### config.mk
export PLATFORM = sky130hd
export DESIGN_NAME = acm_channel_mux
export DESIGN_NICKNAME = d
export VERILOG_FILES = /design/src/core/acm_pkg.sv /design/src/core/acm_channel_mux.sv
export SDC_FILE = /design/constraint.sdc
export NUM_CORES = 1
export LEC_CHECK = 0
export ABC_AREA = 1
export BUFFER_PORTS_ARGS = -buffer_cell sky130_fd_sc_hd__buf_2
export CAP_MARGIN = 20
export CELL_PAD_IN_SITES_DETAIL_PLACEMENT = 1
export CELL_PAD_IN_SITES_GLOBAL_PLACEMENT = 1
export CORE_AREA = 4 4 176 161
export CTS_CLUSTER_SIZE = 30
export DETAILED_ROUTE_END_ITERATION = 8
export DIE_AREA = 0 0 180 165
export GPL_TIMING_DRIVEN = 0
export HOLD_SLACK_MARGIN = 0.1
export PLACE_DENSITY = 0.52
export SLEW_MARGIN = 20
export SYNTH_ARGS = -nofsm -noshare
export SYNTH_HDL_FRONTEND = slang
export SYNTH_SLANG_ARGS = --single-unit
### constraint.sdc
create_clock -name clock_i -period 2.56 [get_ports clock_i]
set_clock_uncertainty 0.1 [all_clocks]
set_input_delay 0.128 -clock clock_i [delete_from_list [all_inputs] [get_ports clock_i]]
set_output_delay 0.128 -clock clock_i [all_outputs]
set_load 0.03 [all_outputs]
### src/core/acm_pkg.sv
// constants and carrier types for the converter channel control
package acm_pkg;

  // ----------------------------------------------------------------
  // channel codes
  // ----------------------------------------------------------------
  localparam logic [3:0] ACM_CH_LAST_EXT = 4'h5;
  localparam logic [3:0] ACM_CH_SUPPLY   = 4'h6;
  localparam logic [3:0] ACM_CH_CH7      = 4'h7;
  localparam logic [3:0] ACM_CH_TEMP     = 4'h8;
  localparam logic [3:0] ACM_CH_BANDGAP  = 4'he;
  localparam logic [3:0] ACM_CH_GROUND   = 4'hf;

  // ----------------------------------------------------------------
  // result widths and scaling
  // ----------------------------------------------------------------
  localparam logic [11:0] ACM_FS_10      = 12'h3ff;
  localparam logic [11:0] ACM_FS_12      = 12'hfff;
  localparam logic [10:0] ACM_BANDGAP_MV = 11'h44c;  // 1100 mV
  localparam logic [12:0] ACM_SUPPLY_MV  = 13'h1388; // 5000 mV
  localparam int          ACM_DIV_STEPS  = 23;

  // ----------------------------------------------------------------
  // reference choice codes
  // ----------------------------------------------------------------
  localparam logic [1:0] ACM_REF_SUPPLY  = 2'h0;
  localparam logic [1:0] ACM_REF_BANDGAP = 2'h1;
  localparam logic [1:0] ACM_REF_EXT     = 2'h2;

  // ----------------------------------------------------------------
  // timing
  // ----------------------------------------------------------------
  localparam int ACM_CLK_NS         = 8;
  localparam int ACM_LEGACY_CONV_NS = 104000; // 13 clocks at 125 kHz
  localparam int ACM_LEGACY_CYCLES  = (ACM_LEGACY_CONV_NS + ACM_CLK_NS - 1) / ACM_CLK_NS;

  // ----------------------------------------------------------------
  // types
  // ----------------------------------------------------------------
  typedef enum logic [3:0] {
    ACM_S_IDLE = 4'b0001,
    ACM_S_CONV = 4'b0010,
    ACM_S_CALC = 4'b0100,
    ACM_S_HOLD = 4'b1000
  } acm_state_e;

  typedef struct packed {
    logic        unsupported;
    logic [11:0] value;
  } acm_result_s;

  typedef struct packed {
    logic supply;
    logic bandgap;
    logic external;
  } acm_refsel_s;

endpackage

### src/core/acm_channel_mux.sv
// converter channel decode, synthesized results and reference select
`timescale 1ns/1ns
`default_nettype none

module acm_channel_mux
  import acm_pkg::*;
#(
  parameter int unsigned CONV_CYCLES = ACM_LEGACY_CYCLES
) (
  // clock and reset
  input  wire logic        clock_i,
  input  wire logic        rst_b_i,
  // processor side
  input  wire logic        start_i,
  input  wire logic [3:0]  adc_channel_select_i,
  input  wire logic        res12_i,
  input  wire logic [1:0]  ref_sel_i,
  input  wire logic [12:0] ext_ref_mv_i,
  output logic             busy_o,
  output logic             done_o,
  output acm_result_s      result_o,
  // converter side
  output logic             conv_start_o,
  output logic [2:0]       conv_chan_o,
  input  wire logic        conv_done_i,
  input  wire logic [11:0] conv_data_i,
  // board reference select
  output acm_refsel_s      refsel_o
);

  // ----------------------------------------------------------------
  // decode helpers
  // ----------------------------------------------------------------
  function automatic logic is_analog(input logic [3:0] ch);
    return ch <= ACM_CH_SUPPLY;
  endfunction

  function automatic logic [12:0] ref_mv(input logic [1:0] sel, input logic [12:0] ext);
    unique case (sel)
      ACM_REF_BANDGAP: ref_mv = {2'h0, ACM_BANDGAP_MV};
      ACM_REF_EXT:     ref_mv = ext;
      default:         ref_mv = ACM_SUPPLY_MV;
    endcase
  endfunction

  acm_state_e  state_q;
  logic [3:0]  chan_q;
  logic        res12_q;
  logic [13:0] elapsed_q;
  logic [12:0] div_q;
  logic [22:0] num_q;
  logic [23:0] rem_q;
  logic [22:0] quo_q;
  logic [4:0]  step_q;
  logic [11:0] value_q;
  logic        unsup_q;
  logic [23:0] rem_shift;
  logic [11:0] fs;

  assign fs        = res12_q ? ACM_FS_12 : ACM_FS_10;
  assign rem_shift = {rem_q[22:0], num_q[22]};

  // ----------------------------------------------------------------
  // sequence control
  // ----------------------------------------------------------------
  always_ff @(posedge clock_i) begin
    if (!rst_b_i) begin
      state_q      <= ACM_S_IDLE;
      chan_q       <= 4'h0;
      res12_q      <= 1'b0;
      conv_start_o <= 1'b0;
      conv_chan_o  <= 3'h0;
      busy_o       <= 1'b0;
      unsup_q      <= 1'b0;
    end else begin
      conv_start_o <= 1'b0;
      unique case (state_q)
        ACM_S_IDLE: begin
          if (start_i) begin
            chan_q  <= adc_channel_select_i;
            res12_q <= res12_i;
            busy_o  <= 1'b1;
            unsup_q <= 1'b0;
            if (is_analog(adc_channel_select_i)) begin
              conv_start_o <= 1'b1;
              conv_chan_o  <= adc_channel_select_i[2:0];
              state_q      <= ACM_S_CONV;
            end else if (adc_channel_select_i == ACM_CH_BANDGAP) begin
              state_q <= ACM_S_CALC;
            end else begin
              // ground and every code without a path finish with zero
              unsup_q <= adc_channel_select_i != ACM_CH_GROUND;
              state_q <= ACM_S_HOLD;
            end
          end
        end
        ACM_S_CONV: begin
          if (conv_done_i) begin
            state_q <= ACM_S_HOLD;
          end
        end
        ACM_S_CALC: begin
          if (step_q == 5'(ACM_DIV_STEPS - 1)) begin
            state_q <= ACM_S_HOLD;
          end
        end
        ACM_S_HOLD: begin
          if (elapsed_q >= 14'(CONV_CYCLES)) begin
            state_q <= ACM_S_IDLE;
            busy_o  <= 1'b0;
          end
        end
      endcase
    end
  end

  // ----------------------------------------------------------------
  // legacy-rate timer, started with every request
  // ----------------------------------------------------------------
  always_ff @(posedge clock_i) begin
    if (!rst_b_i) begin
      elapsed_q <= 14'h0;
    end else if (state_q == ACM_S_IDLE) begin
      elapsed_q <= 14'h1;
    end else if (elapsed_q != 14'h3fff) begin
      elapsed_q <= elapsed_q + 14'h1;
    end
  end

  // ----------------------------------------------------------------
  // bandgap ratio: 1100 * full scale / reference mV
  // ----------------------------------------------------------------
  always_ff @(posedge clock_i) begin
    if (!rst_b_i) begin
      div_q  <= 13'h0;
      num_q  <= 23'h0;
      rem_q  <= 24'h0;
      quo_q  <= 23'h0;
      step_q <= 5'h0;
    end else if (state_q == ACM_S_IDLE) begin
      div_q  <= ref_mv(ref_sel_i, ext_ref_mv_i);
      num_q  <= {12'h0, ACM_BANDGAP_MV} * {11'h0, (res12_i ? ACM_FS_12 : ACM_FS_10)};
      rem_q  <= 24'h0;
      quo_q  <= 23'h0;
      step_q <= 5'h0;
    end else if (state_q == ACM_S_CALC) begin
      num_q  <= {num_q[21:0], 1'b0};
      step_q <= step_q + 5'h1;
      if (div_q != 13'h0 && rem_shift >= {11'h0, div_q}) begin
        rem_q <= rem_shift - {11'h0, div_q};
        quo_q <= {quo_q[21:0], 1'b1};
      end else begin
        rem_q <= rem_shift;
        quo_q <= {quo_q[21:0], 1'b0};
      end
    end
  end

  // ----------------------------------------------------------------
  // result capture and completion
  // ----------------------------------------------------------------
  always_ff @(posedge clock_i) begin
    if (!rst_b_i) begin
      value_q  <= 12'h0;
      result_o <= '0;
      done_o   <= 1'b0;
    end else begin
      done_o <= 1'b0;
      if (state_q == ACM_S_IDLE && start_i) begin
        value_q <= 12'h0;
      end else if (state_q == ACM_S_CONV && conv_done_i) begin
        value_q <= res12_q ? conv_data_i : {2'h0, conv_data_i[11:2]};
      end else if (state_q == ACM_S_CALC && step_q == 5'(ACM_DIV_STEPS - 1)) begin
        // last quotient bit folded in here; zero divisor saturates
        if (div_q == 13'h0 || {quo_q[21:0], (rem_shift >= {11'h0, div_q})} > {11'h0, fs}) begin
          value_q <= fs;
        end else begin
          value_q <= {quo_q[10:0], (rem_shift >= {11'h0, div_q})};
        end
      end
      if (state_q == ACM_S_HOLD && elapsed_q >= 14'(CONV_CYCLES)) begin
        result_o.value       <= value_q;
        result_o.unsupported <= unsup_q;
        done_o               <= 1'b1;
      end
    end
  end

  // ----------------------------------------------------------------
  // reference choice registered onto board select lines, one cycle later
  // ----------------------------------------------------------------
  always_ff @(posedge clock_i) begin
    if (!rst_b_i) begin
      refsel_o <= '{supply: 1'b1, bandgap: 1'b0, external: 1'b0};
    end else begin
      refsel_o.supply   <= ref_sel_i != ACM_REF_BANDGAP && ref_sel_i != ACM_REF_EXT;
      refsel_o.bandgap  <= ref_sel_i == ACM_REF_BANDGAP;
      refsel_o.external <= ref_sel_i == ACM_REF_EXT;
    end
  end

  // ----------------------------------------------------------------
  // assertions
  // ----------------------------------------------------------------
  a_ext_route: assert property (@(posedge clock_i) disable iff (!rst_b_i)
    state_q == ACM_S_IDLE && start_i && adc_channel_select_i <= ACM_CH_LAST_EXT
    |=> conv_start_o && conv_chan_o == $past(adc_channel_select_i[2:0]))
    else $error("external input not routed");

  a_supply_route: assert property (@(posedge clock_i) disable iff (!rst_b_i)
    state_q == ACM_S_IDLE && start_i && adc_channel_select_i == ACM_CH_SUPPLY
    |=> conv_start_o && conv_chan_o == 3'h6)
    else $error("supply divider not routed");

  a_unsup_nopath: assert property (@(posedge clock_i) disable iff (!rst_b_i)
    state_q == ACM_S_IDLE && start_i
    && (adc_channel_select_i == ACM_CH_CH7 || adc_channel_select_i == ACM_CH_TEMP)
    |=> !conv_start_o && state_q == ACM_S_HOLD)
    else $error("unsupported code started a conversion");

  a_bg_noconv: assert property (@(posedge clock_i) disable iff (!rst_b_i)
    state_q == ACM_S_IDLE && start_i && adc_channel_select_i == ACM_CH_BANDGAP
    |=> !conv_start_o ##0 (state_q == ACM_S_CALC) [*8])
    else $error("bandgap code did not compute");

  a_gnd_zero: assert property (@(posedge clock_i) disable iff (!rst_b_i)
    done_o && chan_q == ACM_CH_GROUND |-> result_o.value == 12'h0 && !result_o.unsupported)
    else $error("ground code gave nonzero");

  a_res10_width: assert property (@(posedge clock_i) disable iff (!rst_b_i)
    done_o && !res12_q |-> result_o.value[11:10] == 2'h0)
    else $error("10-bit result too wide");

  a_res12_bg: assert property (@(posedge clock_i) disable iff (!rst_b_i)
    done_o && res12_q && chan_q == ACM_CH_BANDGAP && div_q == {2'h0, ACM_BANDGAP_MV}
    |-> result_o.value == ACM_FS_12)
    else $error("12-bit bandgap ratio wrong");

  a_ref_select: assert property (@(posedge clock_i) disable iff (!rst_b_i)
    ##1 refsel_o.external == ($past(ref_sel_i) == ACM_REF_EXT)
    && refsel_o.bandgap == ($past(ref_sel_i) == ACM_REF_BANDGAP)
    && $onehot({refsel_o.supply, refsel_o.bandgap, refsel_o.external}))
    else $error("reference select mismatch");

  a_min_time: assert property (@(posedge clock_i) disable iff (!rst_b_i)
    done_o |-> !busy_o && $past(elapsed_q) >= 14'(CONV_CYCLES) ##1 !done_o)
    else $error("completion too early or stretched");

  c_ext_conv: cover property (@(posedge clock_i) disable iff (!rst_b_i)
    conv_start_o ##[1:1000] done_o);
  c_bandgap: cover property (@(posedge clock_i) disable iff (!rst_b_i)
    done_o && chan_q == ACM_CH_BANDGAP);
  c_ground: cover property (@(posedge clock_i) disable iff (!rst_b_i)
    done_o && chan_q == ACM_CH_GROUND);
  c_unsup: cover property (@(posedge clock_i) disable iff (!rst_b_i)
    done_o && result_o.unsupported);

endmodule

`default_nettype wire

Yosys cells after proc, flatten, opt, wreduce, memory -nomap -nowiden
Index checks and enable logic that the tools add are counted.
{"block": "totals", "regBits": 138, "inputBits": 36, "wordCells": 92}
{"block": "classes", "addsub": 3, "multipliers": 1, "n_lt_le_gt_ge": 4, "n_eq_ne": 16, "muxes": 27, "n_bitwise": 1, "n_reduce_logical": 20}
{"cell": "$mux 12", "count": 6}
{"cell": "$mux 23", "count": 3}
{"cell": "$pmux 13 s2", "count": 1}
{"cell": "$ge 24x13->1", "count": 1}
{"cell": "$mux 4", "count": 6}
{"cell": "$gt 23x12->1", "count": 1}
{"cell": "$sub 23x13->23", "count": 1}
{"cell": "$mul 9x12->21 const A", "count": 1}
{"cell": "$pmux 4 s4", "count": 1}
{"cell": "$add 14x1->14 const B", "count": 1}
{"cell": "$ge 14x14->1 const B", "count": 1}
{"cell": "$ne 14x14->1 const B", "count": 1}
{"cell": "$logic_not 13->1", "count": 1}
{"cell": "$reduce_bool 13->1", "count": 1}
{"cell": "$ne 2x2->1 const B", "count": 5}
{"cell": "$mux 1", "count": 9}
{"cell": "$reduce_and 3->1", "count": 3}
{"cell": "$eq 4x4->1 const B", "count": 2}
{"cell": "$reduce_bool 2->1", "count": 4}
{"cell": "$logic_and 1x1->1", "count": 6}
{"cell": "$add 5x1->5 const B", "count": 1}
{"cell": "$eq 5x5->1 const B", "count": 1}
{"cell": "$eq 4x1->1 const B", "count": 1}
{"cell": "$eq 4x2->1 const B", "count": 1}
{"cell": "12 further kinds", "count": 13}

Logic depth before layout (Yosys ltp)
Gate-level depths: netlist of run 1.
{"block": "logic_depth", "word_depth": 6, "depth_mapped": 16, "depth_no_buf": 16}

Worst setup path after synthesis of run 1
Ideal clock, no wire load.
{"block": "synth_timing", "kind": "register to register", "from": "register num_q[22]", "to": "register rem_q[11]", "setup_time_ns": 0.132, "t_arrival_ns": 2.038, "required_time_ns": 2.328, "path_slack_ns": 0.290, "stages_incl_launch_ff": 15, "path_buffers": 2, "synth_period_minus_slack_ns": 2.270, "path_cell_list": "dfxtp_1 > inv_1 > ha_1 > fa_1 > nand3b_1 > nand2_2 > nand2_2 > nand2_2 > nand2_2 > nand3_4 > nand2_4 > buf_8 > buf_12 > o21ai_1 > a21oi_1"}
{"block": "synth_between", "elab_chain_len": 3, "elab_cells_between_ends": 4, "classes_between": "add/sub (1); order compare (1); mux (1); reduce/logical (1)"}
{"element": "start, declared", "line": "acm_channel_mux.sv:51", "rtl": "logic [22:0] num_q;"}
{"element": "start signal, assigned", "line": "acm_channel_mux.sv:142", "rtl": "num_q <= {12'h0, ACM_BANDGAP_MV} * {11'h0, (res12_i ? ACM_FS_12 : ACM_FS_10)};"}
{"element": "start signal, assigned", "line": "acm_channel_mux.sv:147", "rtl": "num_q <= {num_q[21:0], 1'b0};"}
{"element": "$ge 24x13->1", "line": "acm_channel_mux.sv:149", "rtl": "if (div_q != 13'h0 && rem_shift >= {11'h0, div_q}) begin"}
{"element": "$logic_and 1x1->1", "line": "acm_channel_mux.sv:149"}
{"element": "$mux 23 *", "line": "acm_channel_mux.sv:149"}
{"element": "end signal, assigned", "line": "acm_channel_mux.sv:150", "rtl": "rem_q <= rem_shift - {11'h0, div_q};"}
{"element": "end signal, assigned", "line": "acm_channel_mux.sv:153", "rtl": "rem_q <= rem_shift;"}
{"element": "end, declared", "line": "acm_channel_mux.sv:52", "rtl": "logic [23:0] rem_q;"}
Mark *: on every way between the ends. The rest lies on a longest branch, timed or not.
A chain may end at the register's enable or synchronous reset.

Final worst setup path of run 1
{"block": "layout_timing", "from": "register div_q[0]", "to": "register rem_q[11]"}
{"block": "layout_between", "elab_chain_len": 3, "elab_cells_between_ends": 5, "classes_between": "add/sub (1); order compare (1); mux (1); reduce/logical (2)"}
{"element": "start, declared", "line": "acm_channel_mux.sv:50", "rtl": "logic [12:0] div_q;"}
{"element": "start signal, assigned", "line": "acm_channel_mux.sv:141", "rtl": "div_q <= ref_mv(ref_sel_i, ext_ref_mv_i);"}
{"element": "$ge 24x13->1 or $reduce_bool 13->1 (tied branches)", "line": "acm_channel_mux.sv:149"}
{"element": "$logic_and 1x1->1", "line": "acm_channel_mux.sv:149"}
{"element": "$mux 23 *", "line": "acm_channel_mux.sv:149"}
Marked as above.

==> summary.md, run 1 <==
| Metric | Value |
|---|---|
| Status | `finished clean` |
| CTS HTree Levels | `4` |
| Final period utilization | `0.9584` |
| Core area | `26600 um2` |
| Mean post-synth cell area | `7.274 um2` |
| Layout cells sized above 1 | `0.1822` |
| I/O Pins | `58` |
| Via density | `4.620` |
| Fmax | `407.6 MHz` |
| Syn nets | `1031` |
| Area growth syn-to-layout | `27.15%` |
| Crit Path Class | `reg -> reg` |
| First-pass DRT Iterations | `5` |
| CP startpoint kind | `register` |
| Setup Total Neg Slack | `0 ps` |
| Worst-Margin Slew | `760.0 ps` |
| #FFs+latches synth | `138` |
| Reg clk slew, reported paths | `70 ps` |
| CTS tree | `yes` |
| Post-synth cell types | `51` |
| R2r worst-path depth | `13` |
| Minimum clock period | `2454 ps` |
| Die height | `165 um` |
| Synthesized instance count | `973` |
| Most frequent cells in the layout | `nand2_1, inv_1, dfxtp_1` |
| Worst-path cell chain | `ha_4 > fa_2 > nand3b_1 > nand2_2 > nand2_2 > nand2_4 > nand2_2 > nand3_4 > nand2_8 > buf_12 > buf_12 > o21ai_1 > a21oi_1` |
| Hold Fails Final Rpt | `0` |
| Cell Area, Synth | `7078 um2` |
| Critical path capture point type | `register` |
| Number of global-route vias before repair | `6792` |
| Cell count of the worst hold path | `5` |
| Maximum VDD drop | `0.0004223 V` |
| First-pass GRT wire length | `37.73 mm` |
| WL final | `23.76 mm` |
| Critical Path RT | `2740 ps` |
| Starting DRT DRC Count | `383` |
| Chip Width | `180 um` |
| CP Depth | `13` |
| Port bufs | `57` |
| Worst path bufs/invs | `2` |
| CP most frequent cell | `nand2_2` |
| Endpoints failing setup | `0` |
| DRC | `0` |
| Final ANT Viol Nets | `0` |
| Ant diodes | `0` |
| Hold_ws | `108.5 ps` |
| CTS root buffer | `clkbuf_16` |
| Pwr dens | `1025 nW/um2` |
| CTS sink count | `138` |
| Sequential area share after synthesis | `0.3903` |
| HP Class | `in -> reg` |
| Initial antenna violation count | `0` |
| CTS max path bufs | `2` |
| Die Footprint | `29700 um2` |
| Max incr delay on CP | `360 ps` |
| Initial Util | `0.2661` |
| Gr ovfl total | `0` |
| Dpl hpwl | `17.81 mm` |
| Total Routing Usage GR | `0.1593` |
| Max-cap violations | `0` |
| Largest net degree at the start of global routing | `17` |
| Clk Latency, worst-skew pair | `430 ps` |
| Worst path top cell family by delay | `simple AND/OR/NAND/NOR gates` |
| Critical path fanouts, max | `10` |
| Inserted Clock Buffers | `17` |
| Worst EP arrival | `2640 ps` |
| P_leak | `0.003796 uW` |
| Nets | `1159` |
| Synth warn | `0` |
| RD Place Congestion | `0.8529` |
| Slew Viols, Final | `0` |
| Commonest non-fill, non-tap cell in the layout | `nand2_1` |
| Row count | `57` |
| Slowest-stage cell, CP | `dfxtp_1` |
| Routed WL per cell | `16.19 um` |
| Total number of vias | `6782` |
| Worst slew margin | `0.4933` |
[per-layer routing]
| layer | GRT usage | wire, um | share of wire |
|---|---|---|---|
| met2 | 0.2550 | 10790 | 0.45 |
| met5 | 0 | 0 | 0 |
| met1 | 0.2264 | 12210 | 0.51 |
| met4 | 0.03566 | 228 | 0.0096 |
| met3 | 0.02599 | 535 | 0.023 |
[synth_stat cells (all sizes together)]
master | number | area [um2]
xor2 | 16 | 140.1
buf | 22 | 148.9
or3b | 1 | 8.760
xnor2 | 6 | 52.55
o21ai | 94 | 474.2
clkinv | 2 | 7.510
ha | 21 | 262.8
and3 | 1 | 6.260
a221oi | 7 | 61.31
a31oi | 24 | 175.2
o221ai | 9 | 78.83
nor3 | 9 | 72.57
a21oi | 90 | 469.2
nor2 | 74 | 342.8
or2 | 5 | 31.28
nand3b | 3 | 22.52
o31ai | 1 | 7.510
a32o | 1 | 10.01
a21o | 1 | 7.510
o32ai | 3 | 26.28
fa | 1 | 20.02
nor4 | 5 | 31.28
a21boi | 1 | 7.510
dfxtp | 138 | 2763
nand4 | 12 | 75.07
nand3 | 48 | 262.8
inv | 152 | 573.1
a211oi | 1 | 7.510
nand2 | 197 | 779.5
clkbuf | 18 | 77.57
o211ai | 10 | 75.07
[cell families after synthesis]
family | Yosys count | share of synthesized area
flops | 138 | 0.3903
simple gates | 355 | 0.2307
fa+ha+maj | 22 | 0.03995
buf+inv | 194 | 0.1140
xor+xnor | 22 | 0.02722
compound gates | 242 | 0.1978
[timing repair]
item                       4_1_cts  5_1_grt
hold buffers                    39        0
pin swaps                        2        7
hold endpoints to repair        34        0
cloned                           1        1
buffers inserted                 3        9
gates resized for setup          5       29
setup endpoints to repair       33       38
[where the power goes]
| part | switching [uW] | internal, uW | leakage [uW] |
|---|---|---|---|
| clock network | 1110 | 1300 | 0.000271 |
| registers | 147 | 2360 | 0.00112 |
| logic | 2690 | 1620 | 0.00241 |
| total | 3940 | 5290 | 0.00380 |
[flip-flops by register name, indices dropped and copies added, names as in the netlist]
register,cells
conv_start_o,1
quo_q,22
unsup_q,1
elapsed_q,14
div_q,13
step_q,5
done_o,1
state_q,4
value_q,12
result_o,13
conv_chan_o,3
num_q,21
busy_o,1
refsel_o,3
res12_q,1
rem_q,23
[metrics by stage]
step	power, uW	setup slack [ps]	utilization	cells	area (um2)
3_3_place_gp	6325	-112.9	0.2934	1384	7806
2_1_floorplan	5233	289.8	-	973	7078
3_5_place_dp	6342	-107.9	0.2934	1384	7806
4_1_cts	9014	2.500	0.3314	1458	8815
6_report	9229	106.4	0.3383	1468	9000
5_1_grt	9900	-21.03	0.3383	1468	9000
[path summary, 6_finish.rpt]
kind / startpoint / endpoint / slack, ps
hold reg to reg: result_o[2]$_SDFFE_PN0P_ / result_o[2]$_SDFFE_PN0P_ / 340
setup reg to reg: div_q[0]$_SDFFE_PN0P_ / rem_q[11]$_SDFFE_PP0P_ / 110
hold / removal: conv_data_i[6] / value_q[6]$_SDFFE_PP0P_ / 110
setup / recovery: div_q[0]$_SDFFE_PN0P_ / rem_q[11]$_SDFFE_PP0P_ / 110
[layout make-up]
type,count,area [um2]
tap,354,442.9
sequential,138,2765
fill,3290,17600
multi-input combinational,642,3616
clock buffer,18,439.2
clock inverter,14,131.4
inverter,154,584.3
timing repair buffer,109,790.8
buffer,39,230.2
[worst reg2reg max path: stages (launching register included)]
cell,delay [ps]
dfxtp_1,360
ha_4,200
fa_2,340
nand3b_1,180
nand2_2,120
nand2_2,70
nand2_4,80
nand2_2,80
nand3_4,130
nand2_8,90
buf_12,190
buf_12,150
o21ai_1,150
a21oi_1,80
Note: power is estimated with default switching activity, not from simulation.
==> run 2, diff against run 1 <==
--- a/config.mk
+++ b/config.mk
@@ -16,7 +16,7 @@
 export DIE_AREA = 0 0 180 165
 export GPL_TIMING_DRIVEN = 0
 export HOLD_SLACK_MARGIN = 0.1
-export PLACE_DENSITY = 0.52
+export PLACE_DENSITY_LB_ADDON = 0.1
 export SLEW_MARGIN = 20
 export SYNTH_ARGS = -nofsm -noshare
 export SYNTH_HDL_FRONTEND = slang
==> run 2 against run 1 <==
Effect of this change:
- hold slack better by 12 ps
- core utilization about the same
- power about the same
- cell area about the same
- register-to-register slack about the same
- first-iteration DRC count up 1.0%
- combinational power down 3%
- critical path depth down 4
- final cell count up 0.14%
- sequential share of layout area about the same
- largest power group unchanged
- highest routed layer unchanged
==> summary.md, run 2 (same netlist as run 1, synthesis figures left out) <==
| Metric | Value |
|---|---|
| Worst-Margin Slew | `839.7 ps (+79.72 ps)` |
| Slowest-stage cell, CP | `dlygate4sd3_1` |
| Minimum clock period | `2452 ps (-1.256 ps)` |
| CTS HTree Levels | `4 (unchanged)` |
| Largest net degree at the start of global routing | `17 (unchanged)` |
| Total number of vias | `6775 (-0.10%)` |
| Worst EP arrival | `2720 ps (+80 ps)` |
| Die Footprint | `29700 um2 (unchanged)` |
| Met3 usage in global routing | `0.02621 (+0.0002202)` |
| Layout cells sized above 1 | `0.1810 (-0.001223)` |
| Worst setup margin | `107.7 ps (+1.256 ps)` |
| Final period utilization | `0.9579 (about the same)` |
| Fmax | `407.8 MHz (about the same)` |
| Commonest non-fill, non-tap cell in the layout | `nand2_1` |
| Critical path fanouts, max | `3 (-7)` |
| Hold Fails Final Rpt | `0 (unchanged)` |
| Max-cap violations | `0 (unchanged)` |
| Dpl hpwl | `17.78 mm (-0.16%)` |
| First-pass GRT wire length | `37.96 mm (+0.62%)` |
| Clk Latency, worst-skew pair | `430 ps (about the same)` |
| Via density | `4.609 (-0.24%)` |
| Hold_ws | `120.1 ps (+11.59 ps)` |
| P_leak | `0.003816 uW (+0.52%)` |
| Largest regs | `rem_q: 23 flops, quo_q: 22 flops, num_q: 21 flops` |
| Number of global-route vias before repair | `6878 (+1.3%)` |
| Area growth syn-to-layout | `27.28% (about the same)` |
| Max reg flops | `23 (unchanged)` |
| Routed WL per cell | `16.15 um (-0.22%)` |
| Row count | `57 (unchanged)` |
| Reg clk slew, reported paths | `70 ps (about the same)` |
| Ant diodes | `0 (unchanged)` |
| Most frequent cells in the layout | `nand2_1, inv_1, dfxtp_1` |
| CTS sink count | `138 (unchanged)` |
| Starting DRT DRC Count | `387 (+1.0%)` |
| Worst path bufs/invs | `4 (+2)` |
| Die height | `165 um (unchanged)` |
| RD Place Congestion | `0.8371 (-1.9%)` |
| Most flop-heavy register | `rem_q` |
| Worst slew margin | `0.4402 (-0.05315)` |
| Setup Total Neg Slack | `0 ps (unchanged)` |
| Core area | `26600 um2 (unchanged)` |
| Nets | `1161 (+0.17%)` |
| WL final | `23.74 mm (about the same)` |
| Initial antenna violation count | `0 (unchanged)` |
| Worst-path cell chain | `nor2_4 > inv_1 > nor3_4 > inv_4 > nor2_4 > nand3_1 > dlygate4sd3_1 > o21ai_0 > dlygate4sd3_1` |
| Port bufs | `57 (unchanged)` |
| Total power | `9226 uW (about the same)` |
| Max incr delay on CP | `590 ps (+230 ps)` |
| GR peak layer | `met2` |
| Final ANT Viol Nets | `0 (unchanged)` |
| Inserted Clock Buffers | `17 (unchanged)` |
| I/O Pins | `58 (unchanged)` |
| Gr ovfl total | `0 (unchanged)` |
| Critical Path RT | `2830 ps (+90 ps)` |
| First-pass DRT Iterations | `4 (-1)` |
| Initial Util | `0.2661 (unchanged)` |
| Worst path top cell family by delay | `buffers and inverters` |
| Post-place setup slack | `-151.7 ps (-43.79 ps)` |
| Crit Path Class | `reg -> reg` |
| Chip Width | `180 um (unchanged)` |
| Maximum VDD drop | `0.0004820 V (+14%)` |
| Critical path capture point type | `register` |
| Met2 Use GR | `0.2527 (-0.002229)` |
| Pwr dens | `1024 nW/um2 (-0.13%)` |
| M1 GR Usage | `0.2298 (+0.003320)` |
| CTS root buffer | `clkbuf_16` |
| CP startpoint kind | `register` |
| CTS tree | `yes` |
| Status | `finished clean` |
| Slew Viols, Final | `0 (unchanged)` |
| CTS max path bufs | `2 (unchanged)` |
| DRC | `0 (unchanged)` |
| HP Class | `in -> reg` |
| Total Routing Usage GR | `0.1594 (about the same)` |
| Fillers | `3282 (-0.24%)` |
| Endpoints failing setup | `0 (unchanged)` |
## run 2: final timing paths
kind / from / endpoint / slack (ps) / cells past startpoint
setup / recovery: state_q[2]$_SDFFE_PN0P_ / res12_q$_SDFFE_PN0P_ / 110 / 9
hold / removal: rst_b_i / refsel_o[0]$_SDFF_PN0_ / 120 / 3
setup reg to reg: state_q[2]$_SDFFE_PN0P_ / res12_q$_SDFFE_PN0P_ / 110 / 9
hold reg to reg: result_o[9]$_SDFFE_PN0P_ / result_o[9]$_SDFFE_PN0P_ / 350 / 2
## run 2: final cells by class
class	count	area [um2]	area share
clock inverter	14	147.6	0.01639
clock buffer	18	439.2	0.04875
multi-input combinational	642	3605	0.4001
inverter	154	586.8	0.06514
tap	354	442.9	0.04917
buffer	39	229.0	0.02542
sequential	138	2768	0.3072
timing repair buffer	111	790.8	0.08778
## run 2: worst register-to-register path, cell delays in order, from the launching register on
cell and delay, ps:
dfxtp_2 350, nor2_4 110, inv_1 70, nor3_4 250, inv_4 70, nor2_4 140
nand3_1 80, dlygate4sd3_1 590, o21ai_0 70, dlygate4sd3_1 560
## run 2: layer usage
metal / vias up / wire length [um]
met5: - / 0
li1: 3458 / -
met1: 3224 / 12250
met2: 80 / 10610
met4: 0 / 178
met3: 13 / 700
## run 2: timing repair
action                                  in CTS  in global routing
endpoints found under the setup margin      35                 37
buffers inserted                             1                 13
cloned                                       1                  0
hold buffers                                40                  0
endpoints found under the hold margin       37                  0
resized for setup                            4                 27
pin swaps                                    2                 10
## run 2: stage by stage
stage | cell area [um2] | util | cells
global placement | 7806 | 0.2934 | 1384
floorplan | 7078 | - | 973
global route | 9009 | 0.3386 | 1470
detailed placement | 7806 | 0.2934 | 1384
CTS | 8821 | 0.3316 | 1457
finish | 9009 | 0.3386 | 1470
## run 2: report_power, final
| group | switching, uW | leakage [uW] | internal (uW) |
|---|---|---|---|
| logic | 2620 | 0.00241 | 1550 |
| registers | 149 | 0.00112 | 2360 |
| clock network | 1130 | 0.000281 | 1400 |
